$ cat src/design/packer_pkg.sv
/*
  Constants, field layouts and types shared by the serial-to-network
  packer and its test bench.
  Assumes a 250 MHz mclk; the ms prescale count is derived from that here.
*/
`default_nettype none

package packer_pkg;

  // ***************************************************************
  // timing
  // ***************************************************************
  localparam int unsigned CLK_PERIOD_NS = 4;
  localparam int unsigned MS_NS = 1000000;
  localparam int unsigned MS_CYCLES = MS_NS / CLK_PERIOD_NS;
  localparam int unsigned SEC_MS = 1000;

  // ***************************************************************
  // buffer geometry and field values
  // ***************************************************************
  localparam int unsigned DEPTH = 256;
  localparam int unsigned AW = 8;
  localparam logic [8:0] CNT_ZERO = 9'h000;
  localparam logic [8:0] CNT_ONE = 9'h001;
  localparam logic [8:0] CNT_FULL = 9'h100;
  localparam logic [AW-1:0] PTR_ZERO = 8'h00;
  localparam logic [AW-1:0] PTR_ONE = 8'h01;
  localparam logic [15:0] T_OFF = 16'h0000;
  localparam logic [15:0] T_ONE = 16'h0001;
  localparam logic [15:0] T_MAX = 16'hFFFF;
  localparam logic [7:0] B_OFF = 8'h00;
  localparam logic [2:0] IDX_ZERO = 3'h0;
  localparam logic [2:0] IDX_ONE = 3'h1;
  localparam logic [3:0] PW_NONE = 4'h0;

  // ***************************************************************
  // debug message codes
  // ***************************************************************
  localparam logic [2:0] DBG_NONE = 3'h0;
  localparam logic [2:0] DBG_LISTEN = 3'h1;
  localparam logic [2:0] DBG_CONNECT = 3'h2;
  localparam logic [2:0] DBG_CONN_FAIL = 3'h3;
  localparam logic [2:0] DBG_AUTH_FAIL = 3'h4;
  localparam logic [2:0] DBG_IDLE_CLOSE = 3'h5;

  // ***************************************************************
  // types
  // ***************************************************************
  typedef enum logic [1:0] {
    ST_WAIT = 2'b00,
    ST_AUTH = 2'b01,
    ST_OPEN = 2'b10
  } sess_state_t;

  typedef struct packed {
    logic [15:0] time_ms;
    logic [7:0] size;
    logic [7:0] delim;
  } pack_cfg_t;

  typedef struct packed {
    logic server;
    logic pw_en;
    logic [3:0] pw_len;
    logic [63:0] pw;
    logic [15:0] idle_s;
    logic ka_en;
    logic [15:0] ka_ms;
    logic dbg_en;
  } sess_cfg_t;

  typedef struct packed {
    logic last;
    logic [7:0] data;
  } entry_t;

endpackage

`default_nettype wire

$ cat src/design/serial_to_net_packer.sv
/*
  Serial-to-network packer with session control: byte buffer with
  idle/size/delimiter packing, inactivity close, connection password,
  keep-alive, serial command mode gate and debug events.
  Assumes the network stack and UART are outside, all synchronous to mclk.
*/
`timescale 1ns/1ps
`default_nettype none

module serial_to_net_packer
  import packer_pkg::*;
#(
  parameter int unsigned MS_DIV = MS_CYCLES
)
(
  input wire logic mclk,
  input wire logic resetn,
  input wire logic clr,
  input wire pack_cfg_t pack_cfg,
  input wire sess_cfg_t sess_cfg,
  input wire logic rx_valid,
  input wire logic [7:0] rx_byte,
  input wire logic pkt_ready,
  input wire logic conn_req,
  input wire logic conn_fail,
  input wire logic close_req,
  input wire logic net_rx_valid,
  input wire logic pw_valid,
  input wire logic [7:0] pw_byte,
  input wire logic ka_reply,
  input wire logic defaults_apply,
  input wire logic cmd_enable_set,
  input wire logic cmd_enter_req,
  input wire logic cmd_exit_req,
  output logic pkt_valid_q,
  output entry_t pkt_q,
  output logic rx_overrun_q,
  output logic conn_open_q,
  output logic conn_refuse_q,
  output logic conn_close_q,
  output logic ka_send_q,
  output logic cmd_enable_q,
  output logic cmd_mode_q,
  output logic dbg_valid_q,
  output logic [2:0] dbg_code_q
);

  // ***************************************************************
  // ticks
  // ***************************************************************
  logic ms_tick;
  logic sec_tick;

  tick_div #(.DIV(MS_DIV)) u_ms_div (
    .mclk(mclk),
    .resetn(resetn),
    .clr(clr),
    .en(1'b1),
    .tick_q(ms_tick)
  );

  tick_div #(.DIV(SEC_MS)) u_sec_div (
    .mclk(mclk),
    .resetn(resetn),
    .clr(clr),
    .en(ms_tick),
    .tick_q(sec_tick)
  );

  // ***************************************************************
  // buffer and packing
  // ***************************************************************
  entry_t mem_q [DEPTH];
  entry_t mem_d [DEPTH];
  logic [AW-1:0] head_q, head_d, tail_q, tail_d;
  logic [8:0] cnt_q, cnt_d, sealed_q, sealed_d, unsealed;
  logic [15:0] idle_ms_q, idle_ms_d;
  logic pkt_valid_d, overrun_d;
  entry_t pkt_d;
  logic wr, pop, all_off, size_hit, delim_hit, raw_hit, full_hit;
  logic idle_hit, fire;

  // raw bytes only: no protocol escaping anywhere on this path
  always_comb
  begin
    mem_d = mem_q;
    wr = rx_valid && (cnt_q != CNT_FULL) && !clr;
    overrun_d = rx_valid && (cnt_q == CNT_FULL);
    pop = (sealed_q != CNT_ZERO) && (!pkt_valid_q || pkt_ready) && !clr;
    unsealed = cnt_q - sealed_q;
    all_off = (pack_cfg.time_ms == T_OFF) && (pack_cfg.size == B_OFF)
      && (pack_cfg.delim == B_OFF);
    size_hit = wr && (pack_cfg.size != B_OFF)
      && (unsealed + CNT_ONE == {1'b0, pack_cfg.size});
    delim_hit = wr && (pack_cfg.delim != B_OFF)
      && (rx_byte == pack_cfg.delim);
    raw_hit = wr && all_off;
    // a full buffer with nothing sealed would stall forever, so seal it
    full_hit = wr && (cnt_q + CNT_ONE == CNT_FULL);
    idle_hit = !wr && (pack_cfg.time_ms != T_OFF)
      && (unsealed != CNT_ZERO) && (idle_ms_q >= pack_cfg.time_ms);
    fire = size_hit || delim_hit || raw_hit || full_hit || idle_hit;
    cnt_d = cnt_q + {8'h00, wr} - {8'h00, pop};
    head_d = head_q + (pop ? PTR_ONE : PTR_ZERO);
    tail_d = tail_q + (wr ? PTR_ONE : PTR_ZERO);
    if (wr)
    begin
      mem_d[tail_q] = '{last: fire, data: rx_byte};
    end
    if (idle_hit)
    begin
      mem_d[tail_q - PTR_ONE].last = 1'b1;
    end
    // later bytes sit beyond the seal and open the next packet
    sealed_d = fire ? cnt_d : sealed_q - {8'h00, pop};
    pkt_d = pkt_q;
    pkt_valid_d = pkt_valid_q && !pkt_ready;
    if (pop)
    begin
      pkt_d = mem_q[head_q];
      pkt_valid_d = 1'b1;
    end
    idle_ms_d = idle_ms_q;
    if (wr)
    begin
      idle_ms_d = T_OFF;
    end
    else if (ms_tick && idle_ms_q != T_MAX)
    begin
      idle_ms_d = idle_ms_q + T_ONE;
    end
    if (clr)
    begin
      head_d = PTR_ZERO;
      tail_d = PTR_ZERO;
      cnt_d = CNT_ZERO;
      sealed_d = CNT_ZERO;
      idle_ms_d = T_OFF;
      pkt_valid_d = 1'b0;
      overrun_d = 1'b0;
    end
  end

  always_ff @(posedge mclk or negedge resetn)
  begin
    if (!resetn)
    begin
      mem_q <= '{default: '0};
      head_q <= '0;
      tail_q <= '0;
      cnt_q <= '0;
      sealed_q <= '0;
      idle_ms_q <= '0;
      pkt_valid_q <= 1'b0;
      pkt_q <= '0;
      rx_overrun_q <= 1'b0;
    end
    else
    begin
      mem_q <= mem_d;
      head_q <= head_d;
      tail_q <= tail_d;
      cnt_q <= cnt_d;
      sealed_q <= sealed_d;
      idle_ms_q <= idle_ms_d;
      pkt_valid_q <= pkt_valid_d;
      pkt_q <= pkt_d;
      rx_overrun_q <= overrun_d;
    end
  end

  // ***************************************************************
  // session
  // ***************************************************************
  sess_state_t state_q, state_d;
  logic [2:0] pw_idx_q, pw_idx_d;
  logic [15:0] idle_s_q, idle_s_d, ka_cnt_q, ka_cnt_d;
  logic refuse_d, close_d, ka_d, open_d, ev, dbg_v_d;
  logic [2:0] code, dbg_c_d;
  logic cmd_en_d, cmd_mode_d, activity, need_pw;

  always_comb
  begin
    state_d = state_q;
    pw_idx_d = pw_idx_q;
    refuse_d = conn_req && (state_q != ST_WAIT);
    close_d = 1'b0;
    ka_d = 1'b0;
    code = DBG_NONE;
    activity = wr || net_rx_valid || (pkt_valid_q && pkt_ready);
    need_pw = sess_cfg.server && sess_cfg.pw_en
      && (sess_cfg.pw_len != PW_NONE);
    case (state_q)
      ST_WAIT:
      begin
        if (conn_req)
        begin
          pw_idx_d = IDX_ZERO;
          state_d = need_pw ? ST_AUTH : ST_OPEN;
          code = need_pw ? DBG_NONE : DBG_CONNECT;
        end
        else if (conn_fail)
        begin
          code = DBG_CONN_FAIL;
        end
      end
      ST_AUTH:
      begin
        // no data counts until the client has sent the password
        if (close_req)
        begin
          state_d = ST_WAIT;
          code = DBG_LISTEN;
        end
        else if (pw_valid)
        begin
          if (pw_byte != sess_cfg.pw[{pw_idx_q, 3'h0} +: 8])
          begin
            state_d = ST_WAIT;
            close_d = 1'b1;
            code = DBG_AUTH_FAIL;
          end
          else if ({1'b0, pw_idx_q} + 4'h1 == sess_cfg.pw_len)
          begin
            state_d = ST_OPEN;
            code = DBG_CONNECT;
          end
          else
          begin
            pw_idx_d = pw_idx_q + IDX_ONE;
          end
        end
      end
      ST_OPEN:
      begin
        if (close_req)
        begin
          state_d = ST_WAIT;
          code = DBG_LISTEN;
        end
        else if (sess_cfg.idle_s != T_OFF && idle_s_q >= sess_cfg.idle_s)
        begin
          state_d = ST_WAIT;
          close_d = 1'b1;
          code = DBG_IDLE_CLOSE;
        end
        else if (sess_cfg.ka_en && sess_cfg.ka_ms != T_OFF
          && ka_cnt_q >= sess_cfg.ka_ms)
        begin
          ka_d = 1'b1;
        end
      end
      default:
      begin
        state_d = ST_WAIT;
      end
    endcase
    idle_s_d = idle_s_q;
    if (activity || state_q != ST_OPEN)
    begin
      idle_s_d = T_OFF;
    end
    else if (sec_tick && idle_s_q != T_MAX)
    begin
      idle_s_d = idle_s_q + T_ONE;
    end
    ka_cnt_d = ka_cnt_q;
    if (ka_reply || ka_d || state_q != ST_OPEN)
    begin
      ka_cnt_d = T_OFF;
    end
    else if (ms_tick && ka_cnt_q != T_MAX)
    begin
      ka_cnt_d = ka_cnt_q + T_ONE;
    end
    ev = code != DBG_NONE;
    dbg_v_d = ev && sess_cfg.dbg_en;
    dbg_c_d = ev ? code : dbg_code_q;
    cmd_en_d = defaults_apply ? 1'b0 : (cmd_enable_q || cmd_enable_set);
    cmd_mode_d = cmd_mode_q;
    if (defaults_apply || !cmd_enable_q)
    begin
      cmd_mode_d = 1'b0;
    end
    else if (cmd_enter_req)
    begin
      cmd_mode_d = 1'b1;
    end
    else if (cmd_exit_req)
    begin
      cmd_mode_d = 1'b0;
    end
    if (clr)
    begin
      state_d = ST_WAIT;
      idle_s_d = T_OFF;
      ka_cnt_d = T_OFF;
      refuse_d = 1'b0;
      close_d = 1'b0;
      ka_d = 1'b0;
      dbg_v_d = 1'b0;
    end
    open_d = state_d == ST_OPEN;
  end

  always_ff @(posedge mclk or negedge resetn)
  begin
    if (!resetn)
    begin
      state_q <= ST_WAIT;
      pw_idx_q <= '0;
      idle_s_q <= '0;
      ka_cnt_q <= '0;
      conn_open_q <= 1'b0;
      conn_refuse_q <= 1'b0;
      conn_close_q <= 1'b0;
      ka_send_q <= 1'b0;
      cmd_enable_q <= 1'b0;
      cmd_mode_q <= 1'b0;
      dbg_valid_q <= 1'b0;
      dbg_code_q <= '0;
    end
    else
    begin
      state_q <= state_d;
      pw_idx_q <= pw_idx_d;
      idle_s_q <= idle_s_d;
      ka_cnt_q <= ka_cnt_d;
      conn_open_q <= open_d;
      conn_refuse_q <= refuse_d;
      conn_close_q <= close_d;
      ka_send_q <= ka_d;
      cmd_enable_q <= cmd_en_d;
      cmd_mode_q <= cmd_mode_d;
      dbg_valid_q <= dbg_v_d;
      dbg_code_q <= dbg_c_d;
    end
  end
endmodule

`default_nettype wire

$ cat src/design/tick_div.sv
/*
  Prescaler: one-cycle tick every DIV enabled cycles.
  Assumes DIV of at least 2 and a clr that is synchronous to mclk.
*/
`timescale 1ns/1ps
`default_nettype none

module tick_div
#(
  parameter int unsigned DIV = 2
)
(
  input wire logic mclk,
  input wire logic resetn,
  input wire logic clr,
  input wire logic en,
  output logic tick_q
);

  localparam int unsigned W = $clog2(DIV);
  localparam logic [W-1:0] LAST = W'(DIV - 1);
  localparam logic [W-1:0] ZERO = '0;

  logic [W-1:0] cnt_q;
  logic [W-1:0] cnt_d;
  logic tick_d;

  always_comb
  begin
    cnt_d = cnt_q;
    tick_d = 1'b0;
    if (clr)
    begin
      cnt_d = ZERO;
    end
    else if (en)
    begin
      if (cnt_q == LAST)
      begin
        cnt_d = ZERO;
        tick_d = 1'b1;
      end
      else
      begin
        cnt_d = cnt_q + W'(1);
      end
    end
  end

  always_ff @(posedge mclk or negedge resetn)
  begin
    if (!resetn)
    begin
      cnt_q <= '0;
      tick_q <= 1'b0;
    end
    else
    begin
      cnt_q <= cnt_d;
      tick_q <= tick_d;
    end
  end

endmodule

`default_nettype wire

$ cat config.mk
export PLATFORM = sky130hd
export DESIGN_NAME = serial_to_net_packer
export DESIGN_NICKNAME = d
export VERILOG_FILES = /design/src/design/packer_pkg.sv /design/src/design/serial_to_net_packer.sv /design/src/design/tick_div.sv
export SDC_FILE = /design/constraint.sdc
export NUM_CORES = 2
export LEC_CHECK = 0
export BUFFER_PORTS_ARGS = -buffer_cell sky130_fd_sc_hd__buf_2
export CORE_MARGIN = 2
export CORE_UTILIZATION = 55
export CTS_CLUSTER_DIAMETER = 30
export CTS_CLUSTER_SIZE = 8
export DETAILED_ROUTE_END_ITERATION = 10
export PLACE_DENSITY = 0.71
export SYNTH_ARGS = -nofsm -noshare
export SYNTH_HDL_FRONTEND = slang
export SYNTH_HIERARCHICAL = 1
export SYNTH_SLANG_ARGS = --single-unit
$ cat constraint.sdc
create_clock -name mclk -period 10.42 [get_ports mclk]
set_input_delay 1.042 -clock mclk [delete_from_list [all_inputs] [get_ports mclk]]
set_output_delay 1.042 -clock mclk [all_outputs]
set_load 0.05 [all_outputs]
### After elaboration in Yosys (flattened, before gate mapping)

Cells that the tools add are included.

| storage, ports and cells | value |
|---|---|
| bits in registers | 2442 |
| input bits | 167 |
| output and inout port bits | 21 |
| logic and storage cells | 738 |

| operators by class | value |
|---|---|
| $add $sub $neg | 16 |
| order comparisons | 8 |
| eq/ne operators | 21 |
| shift-type cells | 1 |
| multiplexer cells | 84 |
| bitwise logic cells | 3 |
| reduce and logical (&&, ||, !) cells | 68 |

Operator list:

| kind | count |
|---|---|
| 2304-bit bitwise mux | 2 |
| 2304-bit 2-to-1 mux | 2 |
| 9-bit demux with 8-bit select | 2 |
| 16-bit 2-to-1 mux | 9 |
| 9-bit binary-select mux with 8-bit select | 1 |
| 64-bit by 7-bit indexed part select with 8-bit output | 1 |
| 9-bit 2-to-1 mux | 7 |
| 16-bit by 1-bit adder with 16-bit output, second input constant | 3 |
| 16-bit greater-or-equal comparator | 3 |
| 16-bit != test, second input constant | 3 |
| 16-bit nonzero test | 3 |
| 18-bit 2-to-1 mux | 2 |
| 1-bit logical AND | 30 |
| 10-bit 2-to-1 mux | 3 |
| 3-bit 2-to-1 mux | 10 |
| 9-bit greater-or-equal comparator, second input constant | 3 |
| 1-bit 2-to-1 mux | 27 |
| 8-bit inverter with 9-bit output | 3 |
| 2-bit 2-to-1 mux | 13 |
| 18-bit by 1-bit adder with 18-bit output, second input constant | 1 |
| 9-bit by 1-bit adder with 9-bit output, second input constant | 2 |
| 18-bit equality test, second input constant | 1 |
| 9-bit equality test, second input constant | 2 |
| 9-bit by 1-bit < comparator with 1-bit output, second input constant | 2 |
| 33 further kinds | 66 |

### Depth between registers and ports, before layout

| depth | value |
|---|---|
| depth after elaboration | 13 |
| mapped depth | 19 |
| mapped depth without buffers | 18 |

### Cells and area by module

Netlist, hierarchy kept.

By module, submodules not included:

| module | instances | cells each | area each (um^2) | sequential area each (um^2) |
|---|---|---|---|---|
| serial_to_net_packer | 1 | 9585 | 115502.0 | 60357.9 |
| tick_div (u_ms_div) | 1 | 97 | 988.4 | 475.5 |
| tick_div (u_sec_div) | 1 | 58 | 586.8 | 275.3 |

### Least setup slack after synthesis

No wires, ideal clock.

| timing | value |
|---|---|
| path kind | input to register |
| start point | input port clr |
| end point | register sealed_q[8] |
| library setup time | 0.065 ns |
| arrival time | 4.091 ns |
| data required time | 10.355 ns |
| slack | 6.264 ns |
| stages | 17 |
| path buffers | 2 |
| cell sequence | clkbuf_1 or3_1 clkbuf_1 inv_1 ha_1 inv_1 ha_1 fa_1 a21oi_1 o21bai_1 a21oi_1 o21bai_1 a21oi_1 nor2_1 or3_1 a21oi_1 mux2_2 |

| between the ends | value |
|---|---|
| elaborated cells on any way between the ends | 22 |

RTL lines:

| what | line | text |
|---|---|---|
| from (decl) | serial_to_net_packer.sv:18 | `input wire logic clr,` |
| 1-bit zero test * | serial_to_net_packer.sv:89 | `pop = (sealed_q != CNT_ZERO) && (!pkt_valid_q \|\| pkt_ready) && !clr;` |
| 1-bit logical AND * | serial_to_net_packer.sv:89 |  |
| via pop | serial_to_net_packer.sv:80 | `logic wr, pop, all_off, size_hit, delim_hit, raw_hit, full_hit;` |
| 9-bit by 1-bit subtractor with 9-bit output, on equally long branches | serial_to_net_packer.sv:115, serial_to_net_packer.sv:103 |  |
| 9-bit 2-to-1 mux * | serial_to_net_packer.sv:115 | `sealed_d = fire ? cnt_d : sealed_q - {8'h00, pop};` |
| 9-bit 2-to-1 mux * | serial_to_net_packer.sv:132 | `if (clr)` |
| via sealed_d[8] | serial_to_net_packer.sv:76 | `logic [8:0] cnt_q, cnt_d, sealed_q, sealed_d, unsealed;` |
| to (signal assigned) | serial_to_net_packer.sv:164 | `sealed_q <= sealed_d;` |
| to (decl) | serial_to_net_packer.sv:76 |  |

Mark *: on every way through the listed nets, which the timed path passes. The rest lies on a longest branch.
A chain may end at the register's enable or synchronous reset.

### Worst setup path in the final report

| timing | value |
|---|---|
| start point | register head_q[0] |
| end point | register pkt_q[6] (netlist name) |

| between the ends | value |
|---|---|
| cells in the longest elaborated chain, start to end | 4 |

RTL lines:

| what | line | text |
|---|---|---|
| from (decl) | serial_to_net_packer.sv:75 | `logic [AW-1:0] head_q, head_d, tail_q, tail_d;` |
| from (signal assigned) | serial_to_net_packer.sv:149 | `head_q <= '0;` |
| from (signal assigned) | serial_to_net_packer.sv:161 | `head_q <= head_d;` |
| 8-bit inverter with 9-bit output (implied by the code) | serial_to_net_packer.sv:120 | `pkt_d = mem_q[head_q];` |
| 9-bit binary-select mux with 8-bit select | serial_to_net_packer.sv:120 |  |
| 9-bit 2-to-1 mux (implied by the code) (2 in a row) | serial_to_net_packer.sv:120 |  |
| to (signal assigned) | serial_to_net_packer.sv:167 | `pkt_q <= pkt_d;` |
| to (decl) | serial_to_net_packer.sv:36 | `output entry_t pkt_q,` |

No other way between the ends. The select of a mux whose other input is x is not followed.

==> results.toml <==
[status]
run_status = "finished, final reports clean"

[yosys]
syn_avg_cell_area_um2 = 12.02
async_flop_share = 1.000
syn_area_um2 = 117100
ys_seq_area_frac = 0.5220
synth-edff-count = 0
synth_cell_types = 86
synth-seq-cells = 2442
ys_warn_count = 6
synthFlopType = "dfrtp_1"
synthCells = 9740

[cts]
clkSinkCount = 2442
cts_buffer_depth = 4
cts_buffers = 492
cts-root-buf = "clkbuf_16"
clk_pin_slew_ns = 0.05
cts.htree.levels = 5
cts_setup_buffers = 0
cts_tree = "built"
ctsResizeCount = 0
cts_hold_buf = 0
clk_latency_ns = 1.01

[setup_path]
reg2reg_to = "pkt_q[6]$_DFFE_PN0P_"
slowest_stage = "a2111oi_0"
r2r_start = "head_q[0]$_DFF_PN0_"
crit_arrival_ns = 6.27
cp-end-kind = "register"
crit_path_start_kind = "register"
reg2reg_depth = 7
cp_max_fo = 50
worst_path_largest_cell_delay_ns = 1.12
path_cells = "buf_4 -> buf_4 -> mux4_2 -> mux4_2 -> mux4_2 -> a2111oi_0 -> a311oi_1"
path_common_cell = "mux4_2"
crit_type = "reg2reg"
r2r_slack_ns = 4.95
path_buf_inv = 2
cp.required_ns = 11.23
worst_path_dominant_cell_family = "multiplexers"

[cells_and_area]
multi_input_area_um2 = 53200
syn2layout_area_growth_pct = 17.44
final_cell_mix = "2436 x dfrtp_1, 2342 x nand2_1, 1564 x mux2_2, 513 x mux4_2, 499 x clkbuf_16"
seqCellArea_um2 = 61130
nets = 10200
fillCellCount = 14970
final_common_cell = "dfrtp_1"
drive_gt1_frac = 0.3215

[power]
finalPower_uw = 29200
p_per_area_nw_per_um2 = 212.4
leakage_uw = 0.06518
vdd_drop_max_mv = 0.2346

[global_route]
grt_pass1_vias = 87270
grt_usage = 0.3369
antenna_found_initial = 24
grt_max_degree = 231
grt_pass1_wl_mm = 552.6
grt_overflow = 0

[die]
row_count = 169
die-height_um = 465.4
io_pins = 188
start_util = 0.5526
fp.coreArea_um2 = 211900
chipWidth_um = 465.4
die_area_um2 = 216600

[route]
viasPerCell = 6.502
postRouteAntennaNets = 0
drt-total-wl_mm = 365.8
via_count = 85590
drc_errors = 0
drt-initial-drc-count = 9806
wl_per_cell_um = 27.79
detail_route.first_pass.iterations = 8

[timing]
hold_violations = 0
tightest_slew_ns = 1.439
maxSlewViolCount = 0
fmax_mhz = 182.9
tns_ns = 0
setup_ws_ns = 4.953
period_minus_slack_ns = 5.467
max-slew-margin-rel = 0.03719
finalSetupViolations = 0
timing.final.crit_share = 0.5247
clock_skew_ns = 0.07514
grt_setup_unrepaired = "no"

[place]
io_buffers = 187
gp_congestion = 0.9261
place_ws_ns = 5.017
dpl.hpwl_mm = 222.6

[min_path]
hold_class = "in2async"

[job]
cap_violations = 0
-- through the flow --
stage,std cells,hold WS [ns],utilization,cell area [um2]
floorplan,9744,0.4410,-,117100
global placement,12270,0.4523,0.5686,120500
detailed placement,12270,0.4580,0.5686,120500
CTS,13140,0.1469,0.6486,137400
global route,13140,0.2075,0.6487,137400
finish,13160,0.1559,0.6489,137500
-- power breakdown --
| part | total (uW) | switching [uW] | internal [uW] | leakage [uW] |
|---|---|---|---|---|
| sequential | 9770 | 167 | 9600 | 0.0340 |
| clock | 16000 | 5060 | 10900 | 0.00826 |
| combinational | 3420 | 2170 | 1250 | 0.0229 |
-- final cells by class --
class                      instances  share of cell area
antenna                           27           0.0004914
clock buffer                     645              0.1004
clock inverter                   224             0.02284
inverter                          93            0.002539
multi-input combinational       6593              0.3869
sequential                      2442              0.4446
tap                             2821             0.02567
timing repair buffer             318             0.01656
-- logic make-up after synthesis --
logic type	share of synthesized area
muxes	0.2724
adders and majority gates	0.01017
buffers and inverters	0.02598
AOI/OAI and AO/OA	0.05659
DFF	0.5220
and+or+nand+nor	0.1044
other	0.00003203
xor gates and xnor gates	0.008507
-- cells in the mapped netlist (92+ instances only) --
library cell	instances	area, um2
mux4_2	513	11550
o21ai_0	243	1216
nand2_1	2349	8817
dfrtp_1	2442	61110
o221ai_1	174	1524
mux2i_1	272	2723
inv_1	92	345.3
clkbuf_1	457	1715
nor2_1	268	1006
mux2_2	1564	17610
ha_1	92	1151
a21oi_1	338	1692
nor3_1	148	740.7
-- worst register-to-register path: cells and delay by family, from the launching register on --
| family | cells | cell delay, ns |
|---|---|---|
| compound gates | 2 | 1.21 |
| buf+inv | 2 | 1.27 |
| flops | 1 | 0.98 |
| mux | 3 | 1.83 |
-- routing by layer --
metal  wire length (um)  track usage  part of all wire  vias up
li1                   -            -                 -    35360
met1             136800       0.4333              0.37    44130
met2             166100       0.5091              0.45     4878
met3              39970       0.1046              0.11     1197
met4              22600       0.1889             0.062       22
met5                298     0.002196           0.00081        -
-- how the worst max path moves through the flow --
stage	end	from	depth (start not counted)
final	pkt_q[6]$_DFFE_PN0P_	head_q[0]$_DFF_PN0_	7
after global placement	mem_q[2024]$_DFF_PN0_	pack_cfg[0]	11
after detailed placement	mem_q[404]$_DFF_PN0_	pack_cfg[0]	11
after floorplan	sealed_q[8]$_DFF_PN0_	clr	17
after global routing	pkt_q[6]$_DFFE_PN0P_	head_q[0]$_DFF_PN0_	7
after CTS	pkt_q[6]$_DFFE_PN0P_	head_q[0]$_DFF_PN0_	7
Note: power is estimated with default switching activity, not from simulation.
